## config.mk

```make
export PLATFORM = sky130hd
export DESIGN_NAME = tcp_timer
export DESIGN_NICKNAME = d
export VERILOG_FILES = /design/src/include/tcp_pkg.sv /design/src/include/tcp_presc_if.sv /design/src/logic/tcp_prescaler.sv /design/src/logic/tcp_timer.sv
export VERILOG_INCLUDE_DIRS = /design/src /design/src/include
export SDC_FILE = /design/constraint.sdc
export NUM_CORES = 1
export LEC_CHECK = 0
export BUFFER_PORTS_ARGS = -buffer_cell sky130_fd_sc_hd__buf_2
export CORE_UTILIZATION = 42
export CTS_CLUSTER_DIAMETER = 40
export DETAILED_ROUTE_END_ITERATION = 12
export SLEW_MARGIN = 20
export SYNTH_ARGS = -nofsm -noshare
export SYNTH_HDL_FRONTEND = slang
export SYNTH_SLANG_ARGS = --single-unit
```

## constraint.sdc

```tcl
create_clock -name clk -period 3.2 [get_ports clk]
set_input_delay 0.16 -clock clk [delete_from_list [all_inputs] [get_ports clk]]
set_output_delay 0.16 -clock clk [all_outputs]
set_load 0.05 [all_outputs]
```

## src/include/tcp_regs.svh

```systemverilog
// Register offsets, field positions, reset values and counts of the timer/counter block.
// What this block does
// - Eight-bit count register, readable and writable.
// - Source select clear selects instruction-cycle timer mode.
// - Timer mode without prescaler steps every cycle.
// - Count write holds off stepping two cycles.
// - Source select set counts external input edges.
// - Counter mode uses one edge type only.
// - Edge select clear rising, set falling.
// - Prescaler serves timer or watchdog, never both.
// - Assign bit clear gives prescaler to timer.
// - Prescaler count has no software access path.
// - Prescaler ratios from two up to 256.
// - Watchdog disabled only by configuration enable.
// - Watchdog steps from its own oscillator.
`ifndef TCP_REGS_SVH
`define TCP_REGS_SVH

`define TCP_ADDR_COUNT 8'h01
`define TCP_ADDR_OPTION 8'h02
`define TCP_ADDR_WDCLR 8'h03
`define TCP_ADDR_STATUS 8'h04

`define TCP_OPT_CS 5
`define TCP_OPT_SE 4
`define TCP_OPT_PSA 3
`define TCP_OPT_RATE_HI 2
`define TCP_OPT_RATE_LO 0
`define TCP_OPT_RESET 6'h3F

`define TCP_BYTE_ZERO 8'h00
`define TCP_BYTE_ONE 8'h01
`define TCP_BYTE_ONES 8'hFF
`define TCP_COUNT_RESET 8'h00
`define TCP_WD_RESET 8'h00

`endif

```

## src/include/tcp_pkg.sv

```systemverilog
// Types shared by the timer/counter modules.
package tcp_pkg;
    typedef logic [7:0] tcp_byte_t;
    typedef logic [2:0] tcp_rate_t;
    typedef logic [5:0] tcp_option_t;
    typedef enum logic [1:0] {TCP_RUN, TCP_HOLD_A, TCP_HOLD_B} tcp_hold_t;
endpackage

```

## src/include/tcp_presc_if.sv

```systemverilog
// Connection between the timer/counter and its shared prescaler.
`timescale 1ns/1ns
`default_nettype none
interface tcp_presc_if;
    logic srcTick;
    tcp_pkg::tcp_rate_t rate;
    logic clear;
    logic divTick;
    modport core (input srcTick, input rate, input clear, output divTick);
    modport user (output srcTick, output rate, output clear, input divTick);
endinterface
`default_nettype wire

```

## src/logic/tcp_prescaler.sv

```systemverilog
// Shared power-of-two prescaler, invisible to software.
`timescale 1ns/1ns
`default_nettype none
`include "tcp_regs.svh"
module tcp_prescaler (
    // Clock and reset.
    input wire logic clk,
    input wire logic sys_rst,
    // Prescaler connection.
    tcp_presc_if.core presc
);
    import tcp_pkg::*;

    tcp_byte_t count;
    tcp_byte_t mask;

    // A bit takes part in the division when its index is within the rate.
    genvar i;
    generate
        for (i = 0; i < 8; i++) begin : g_mask
            assign mask[i] = (i <= int'(presc.rate));
        end
    endgenerate

    // One output tick when the selected low bits are about to wrap.
    assign presc.divTick = presc.srcTick && ((count | ~mask) == `TCP_BYTE_ONES);

    always_ff @(posedge clk) begin
        if (sys_rst || presc.clear) begin
            count <= `TCP_BYTE_ZERO;
        end else if (presc.srcTick) begin
            count <= count + `TCP_BYTE_ONE;
        end
    end
endmodule // tcp_prescaler
`default_nettype wire

```

## src/logic/tcp_timer.sv

```systemverilog
// Eight-bit timer/counter with a prescaler shared with the watchdog.
//
// Strobed register access and the register offsets were decided locally.
`timescale 1ns/1ns
`default_nettype none
`include "tcp_regs.svh"
module tcp_timer (
    // Clock and reset.
    input wire logic clk,
    input wire logic sys_rst,
    // Register port.
    input wire tcp_pkg::tcp_byte_t regAddr,
    input wire tcp_pkg::tcp_byte_t regWrData,
    input wire logic regWr,
    input wire logic regRd,
    output tcp_pkg::tcp_byte_t regRdData,
    // Pins.
    input wire logic externalCountInput,
    input wire logic watchdogOscillator,
    input wire logic watchdogEnableConfig,
    // Watchdog result.
    output logic watchdogTimeout
);
    import tcp_pkg::*;

    tcp_option_t optionReg;
    tcp_byte_t timerCount;
    tcp_byte_t wdCount;
    tcp_hold_t holdState;

    logic extSync1;
    logic extSync2;
    logic extPrev;
    logic wdSync1;
    logic wdSync2;
    logic wdPrev;
    logic enSync1;
    logic enSync2;

    logic clockSourceSelect;
    logic countEdgeSelect;
    logic prescalerAssign;
    logic extRise;
    logic extFall;
    logic extEdge;
    logic wdOscTick;
    logic srcEvent;
    logic timerStep;
    logic wdStep;
    logic writeCount;
    logic writeOption;
    logic wdClear;

    tcp_presc_if presc ();

    tcp_prescaler u_prescaler (
        .clk(clk),
        .sys_rst(sys_rst),
        .presc(presc)
    );

    assign clockSourceSelect = optionReg[`TCP_OPT_CS];
    assign countEdgeSelect = optionReg[`TCP_OPT_SE];
    assign prescalerAssign = optionReg[`TCP_OPT_PSA];

    assign writeCount = regWr && (regAddr == `TCP_ADDR_COUNT);
    assign writeOption = regWr && (regAddr == `TCP_ADDR_OPTION);
    assign wdClear = regWr && (regAddr == `TCP_ADDR_WDCLR);

    // Pins come from outside the clock domain and pass two flops first.
    always_ff @(posedge clk) begin
        if (sys_rst) begin
            extSync1 <= 1'b0;
            extSync2 <= 1'b0;
            extPrev <= 1'b0;
        end else begin
            extSync1 <= externalCountInput;
            extSync2 <= extSync1;
            extPrev <= extSync2;
        end
    end

    // The watchdog oscillator is sampled as a pin on the main clock, so the watchdog runs
    // at its own rate only while the main clock keeps running.
    always_ff @(posedge clk) begin
        if (sys_rst) begin
            wdSync1 <= 1'b0;
            wdSync2 <= 1'b0;
            wdPrev <= 1'b0;
        end else begin
            wdSync1 <= watchdogOscillator;
            wdSync2 <= wdSync1;
            wdPrev <= wdSync2;
        end
    end

    always_ff @(posedge clk) begin
        if (sys_rst) begin
            enSync1 <= 1'b0;
            enSync2 <= 1'b0;
        end else begin
            enSync1 <= watchdogEnableConfig;
            enSync2 <= enSync1;
        end
    end

    assign extRise = extSync2 && !extPrev;
    assign extFall = !extSync2 && extPrev;
    // Only one edge type counts; both would double the rate.
    assign extEdge = countEdgeSelect ? extFall : extRise;
    assign wdOscTick = wdSync2 && !wdPrev;

    // Timer mode counts cycles, counter mode counts pin edges.
    assign srcEvent = clockSourceSelect ? extEdge : 1'b1;

    // The one prescaler sits in exactly one path.
    assign presc.srcTick = prescalerAssign ? wdOscTick : srcEvent;
    assign presc.rate = optionReg[`TCP_OPT_RATE_HI:`TCP_OPT_RATE_LO];
    assign presc.clear = (writeCount && !prescalerAssign) || (wdClear && prescalerAssign)
                         || writeOption;
    assign timerStep = prescalerAssign ? srcEvent : presc.divTick;
    assign wdStep = prescalerAssign ? presc.divTick : wdOscTick;

    always_ff @(posedge clk) begin
        if (sys_rst) begin
            optionReg <= `TCP_OPT_RESET;
        end else if (writeOption) begin
            optionReg <= regWrData[`TCP_OPT_CS:`TCP_OPT_RATE_LO];
        end
    end

    // A write restarts the hold-off, so back-to-back writes keep holding.
    always_ff @(posedge clk) begin
        if (sys_rst) begin
            holdState <= TCP_RUN;
        end else if (writeCount) begin
            holdState <= TCP_HOLD_A;
        end else begin
            unique case (holdState)
                TCP_RUN: holdState <= TCP_RUN;
                TCP_HOLD_A: holdState <= TCP_HOLD_B;
                TCP_HOLD_B: holdState <= TCP_RUN;
                default: holdState <= TCP_RUN;
            endcase
        end
    end

    always_ff @(posedge clk) begin
        if (sys_rst) begin
            timerCount <= `TCP_COUNT_RESET;
        end else if (writeCount) begin
            timerCount <= regWrData;
        end else if (holdState == TCP_RUN && timerStep) begin
            // Plain eight-bit add, so FF rolls over to 00 and keeps going.
            timerCount <= timerCount + `TCP_BYTE_ONE;
        end
    end

    // No register bit turns the watchdog off; only the configuration pin does.
    always_ff @(posedge clk) begin
        if (sys_rst || wdClear || !enSync2) begin
            wdCount <= `TCP_WD_RESET;
        end else if (wdStep) begin
            wdCount <= wdCount + `TCP_BYTE_ONE;
        end
    end

    always_ff @(posedge clk) begin
        if (sys_rst) begin
            watchdogTimeout <= 1'b0;
        end else begin
            watchdogTimeout <= enSync2 && !wdClear && wdStep && (wdCount == `TCP_BYTE_ONES);
        end
    end

    // Read data stand only in the cycle after the strobe; the prescaler count
    // has no address at all.
    always_ff @(posedge clk) begin
        if (sys_rst || !regRd) begin
            regRdData <= `TCP_BYTE_ZERO;
        end else begin
            unique case (regAddr)
                `TCP_ADDR_COUNT: regRdData <= timerCount;
                `TCP_ADDR_OPTION: regRdData <= {2'b00, optionReg};
                `TCP_ADDR_STATUS: regRdData <= {5'h00, prescalerAssign, enSync2,
                                                holdState != TCP_RUN};
                default: regRdData <= `TCP_BYTE_ZERO;
            endcase
        end
    end
endmodule // tcp_timer
`default_nettype wire
```

==> Word-level counts from Yosys, hierarchy flattened <==
Index checks and enable logic that the tools add are counted.
{ "word_totals": {"elab_cells": 75, "ff_bits": 49, "output_inout_bits": 9} }
{ "classes": {"magnitude_cmp": 7, "n_eq_ne": 7, "n_addsub": 3, "n_bitwise": 2, "muxes": 10, "n_reduce_logical": 30} }
{ "ops": {"columns": ["operator", "count"], "rows": [
  ["$add A8 B1 Y8 const B", 3],
  ["$pmux W8 S3", 1],
  ["$eq A8 B2 Y1 const B", 2],
  ["$eq A8 B8 Y1 const B", 2],
  ["$mux W8", 2],
  ["$logic_and A1 B1 Y1", 13],
  ["$le A3 B3 Y1 const A", 4],
  ["$eq A8 B1 Y1 const B", 1],
  ["$eq A8 B3 Y1 const B", 1],
  ["$not A8 Y8", 1],
  ["$or A8 B8 Y8", 1],
  ["$logic_not A1 Y1", 7],
  ["$le A2 B3 Y1 const A", 2],
  ["$logic_or A1 B1 Y1", 6],
  ["$mux W1", 6],
  ["$reduce_bool A2 Y1", 2],
  ["$le A1 B3 Y1 const A", 1],
  ["$eq A2 B1 Y1 const B", 1],
  ["$logic_not A2 Y1", 1],
  ["$mux W2", 1],
  ["$reduce_or A2 Y1", 1]
]} }

==> Logic depth before layout (Yosys ltp) <==
{ "logic_depth": {"ltp_word": 10, "ltp_mapped": 7} }

==> Hierarchy <==
Synthesis repeated with hierarchy kept, for this count alone.
{ "hier_totals": {"hier_cells": 244, "hier_area_um2": 2193.4} }
{ "modules_own_cells": {"columns": ["module", "cells_per_inst", "instances", "seq_area_each_um2", "area_each_um2"], "rows": [
  ["tcp_timer", 198, 1, 820.8, 1795.5],
  ["tcp_prescaler", 46, 1, 160.2, 397.9]
]} }

==> Worst setup path before layout <==
OpenSTA, ideal clock, no wires.
{ "synth_path": {"path_type": "register to register", "startpoint": "register optionReg[4]", "endpoint": "register timerCount[1]", "path_slack_ps": 1402, "period_less_slack_ps": 1798, "required_time_ps": 3063, "path_stages_with_launch": 6, "arrival_time_ps": 1661, "path_cell_list": "dfxtp_1 -> or3b_4 -> a311oi_4 -> nor3b_2 -> mux2i_1 -> a211oi_1"} }
{ "synth_via": {"elab_chain_len": 7} }
{ "synth_rtl": {"columns": ["element", "line", "rtl"], "rows": [
  ["from (decl)", "tcp_timer.sv:26", "tcp_option_t optionReg;"],
  ["from (signal assigned)", "tcp_timer.sv:126", "optionReg <= `TCP_OPT_RESET;"],
  ["from (signal assigned)", "tcp_timer.sv:128", "optionReg <= regWrData[`TCP_OPT_CS:`TCP_OPT_RATE_LO];"],
  ["$mux W1 *", "tcp_timer.sv:110", "assign extEdge = countEdgeSelect ? extFall : extRise;"],
  ["$mux W1 *", "tcp_timer.sv:114", "assign srcEvent = clockSourceSelect ? extEdge : 1'b1;"],
  ["$mux W1", "tcp_timer.sv:117", "assign presc.srcTick = prescalerAssign ? wdOscTick : srcEvent;"],
  ["$logic_and A1 B1 Y1", "tcp_prescaler.sv:26", "assign presc.divTick = presc.srcTick && ((count | ~mask) == `TCP_BYTE_ONES);"],
  ["$mux W1 *", "tcp_timer.sv:121", "assign timerStep = prescalerAssign ? srcEvent : presc.divTick;"],
  ["$logic_and A1 B1 Y1 *", "tcp_timer.sv:153", "end else if (holdState == TCP_RUN && timerStep) begin"],
  ["$reduce_bool A2 Y1 (no source line) *", null, null],
  ["to (signal assigned)", "tcp_timer.sv:150", "timerCount <= `TCP_COUNT_RESET;"],
  ["to (signal assigned)", "tcp_timer.sv:152", "timerCount <= regWrData;"],
  ["to (signal assigned)", "tcp_timer.sv:155", "timerCount <= timerCount + `TCP_BYTE_ONE;"],
  ["to (decl)", "tcp_timer.sv:27", "tcp_byte_t timerCount;"]
]} }
Every way passes the cells marked *; elsewhere a longest branch is shown, timed or not.
A chain may end at the register's enable or synchronous reset.

==> Final worst setup path <==
Same ends and word-level chain as after synthesis.

==> impl_metrics.toml <==
[worst_setup_path]
required_ns = 3.34
crit_fanout = 7
critPathArrivalTime_ns = 2.11
critPathKind = "reg -> reg"
endpoint_kind = "flop"
crit_path_start_kind = "flop"

[sta]
finalHoldViolCount = 0
timing.fmax_mhz = 510
rsz0062_at_grt = "no"
fin_crit_sh = 0.613
post-route-min-period_ns = 1.96
tightest_slew_ns = 0.695
slew_headroom = 0.535
setup_viol = 0
tns_ns = 0
slew_viol_final = 0
clock_skew_ns = 0.00815

[cts]
cts_tree = "built"
clk_pin_slew_ns = 0.08
numCtsBuffers = 5
clk_latency_ns = 0.30
cts-root-buf = "clkbuf_8"
post_cts_buffers = 0
clkSinkCount = 49
cts_htree_levels = 2
ctsLongestPathBuffers = 2
cts_hold_buffers = 0
cts_resized = 0

[finish]
layout_commonest_cell = "dfxtp_1"
fill_cells = 507
drive_above_1_share = 0.161
stdcell_area_um2 = 2540
nNetsFinal = 298
fin_cells = 343
n_antenna_cell = 0
area_growth_pct = 14.8
post-route-util = 0.501
mostFrequentLayoutCells = "49 x dfxtp_1, 35 x nor2_1, 31 x buf_2"

[worst_hold_path]
hp-class = "in -> reg"

[routing]
drcViolationCount = 0
finalWirelength_mm = 4.42
drtPass1Iterations = 4
ant_nets = 0
via_per_inst = 5.08
wl_per_cell_um = 12.9
drt_iter0_markers = 111
vias = 1743

[power]
ir_worst_vdd_mv = 0.201
p_leak_nw = 1.00
power_density_nw_per_um2 = 441

[global_routing]
grt_pass1_vias = 1505
overflow = 0
grt_antenna_before_repair = 0
track_usage = 0.172
grt_pass1_wl_mm = 7.23
grt_max_degree = 29

[synthesis]
yosysWarnings = 0
ys.flop_type = "dfxtp_1"
synth-edff-count = 0
async_reset_ff_frac = 0
yosys.area.top_type = "dfxtp_1"
ys_types = 37
seq_area_frac_synth = 0.443
yosys_register_bits = 49
syn_area_per_cell_um2 = 9.11
netlist_instances = 243
syn_area_um2 = 2210
synth_top_area_frac = 0.443
synth.area.top_cells = "dfxtp_1 44%, xnor2_1 6.3%, nor2_1 5.9%, mux2i_1 4.1%, nor2b_1 3.7%"
synth_nets = 269

[die]
die_x_um = 74.6
fp.coreArea_um2 = 5070
start_util = 0.436
ioPinCount = 32
die_h_um = 74.6
rows = 26
die_area_um2 = 5560

[placed_design]
dp.cells = 335
place_area_um2 = 2420
gp_congestion = 0.799
numPortBuffers = 31
hpwlAfterDp_mm = 3.21

[status]
status = "complete, no violations"

[job]
drv_cap = 0
-- layout make-up --
| type | instances | area (um2) | area share |
|---|---|---|---|
| Multi-Input combinational cell | 182 | 1190 | 0.467 |
| Sequential cell | 49 | 981 | 0.386 |
| Timing Repair Buffer | 31 | 155 | 0.0611 |
| Tap cell | 70 | 87.6 | 0.0345 |
| Clock buffer | 6 | 82.6 | 0.0325 |
| Clock inverter | 2 | 37.5 | 0.0148 |
| Inverter | 3 | 11.3 | 0.00443 |
-- final timing paths --
check	start	to	slack, ns	depth (start not counted)
setup / recovery	optionReg[4]	timerCount[1]	1.24	5
hold / removal	externalCountInput	extSync1	0.07	2
setup reg to reg	optionReg[4]	timerCount[1]	1.24	5
hold reg to reg	extSync1	extSync2	0.44	1
-- routing by layer --
layer  global-route usage  wire (um)  up-vias
li1                     -          -      903
met1                0.247       2300      793
met2                0.254       1890       41
met3               0.0298        170        6
met4               0.0692         62        0
met5                    0          0        -
-- report_power, final --
group,internal (mW),switching [mW],total (mW)
clock,0.254,0.200,0.454
sequential,0.615,0.00369,0.619
combinational,0.0235,0.0250,0.0485
total,0.893,0.229,1.12
-- sequential cells by signal, summed over array words and instances, names as in the netlist, 2 cells and up --
name / cells
regRdData: 8
timerCount: 8
u_prescaler.count: 8
wdCount: 8
optionReg: 6
holdState: 2
-- synth_stat cells (5+ instances only) --
cell,n
dfxtp_1,49
nor2b_1,13
nand4_1,10
mux2i_1,9
xnor2_1,16
nand2b_1,6
xor2_1,7
nor3_1,11
nor2_1,35
nand2_1,16
clkbuf_1,8
a21oi_1,5
and3_1,7
a211oi_1,8
a22oi_1,5
-- cell families after synthesis --
logic type | Yosys count | share of synthesized area
muxes | 9 | 0.0407
AOI/OAI and AO/OA | 30 | 0.106
xor gates and xnor gates | 23 | 0.0910
buffers and inverters | 12 | 0.0209
and+or+nand+nor | 117 | 0.281
DFF | 49 | 0.443
adders and majority gates | 3 | 0.0170
-- stage by stage --
| stage | setup slack [ns] | hold WS [ns] | power [mW] |
|---|---|---|---|
| after floorplan | 1.40 | 0.288 | 0.662 |
| after global placement | 1.32 | 0.375 | 0.682 |
| after detailed placement | 1.26 | 0.375 | 0.682 |
| after global routing | 1.12 | 0.0681 | 1.17 |
| after CTS | 1.25 | 0.0637 | 1.14 |
| final | 1.24 | 0.0678 | 1.12 |
-- worst max-delay path, stage by stage, from the launching register on --
cell and delay, ns:
dfxtp_1 0.35, or3b_4 0.43, a311oi_4 0.41, nor3b_2 0.32, mux2i_1 0.22, a211oi_1 0.09
Note: power is estimated with default switching activity, not from simulation.
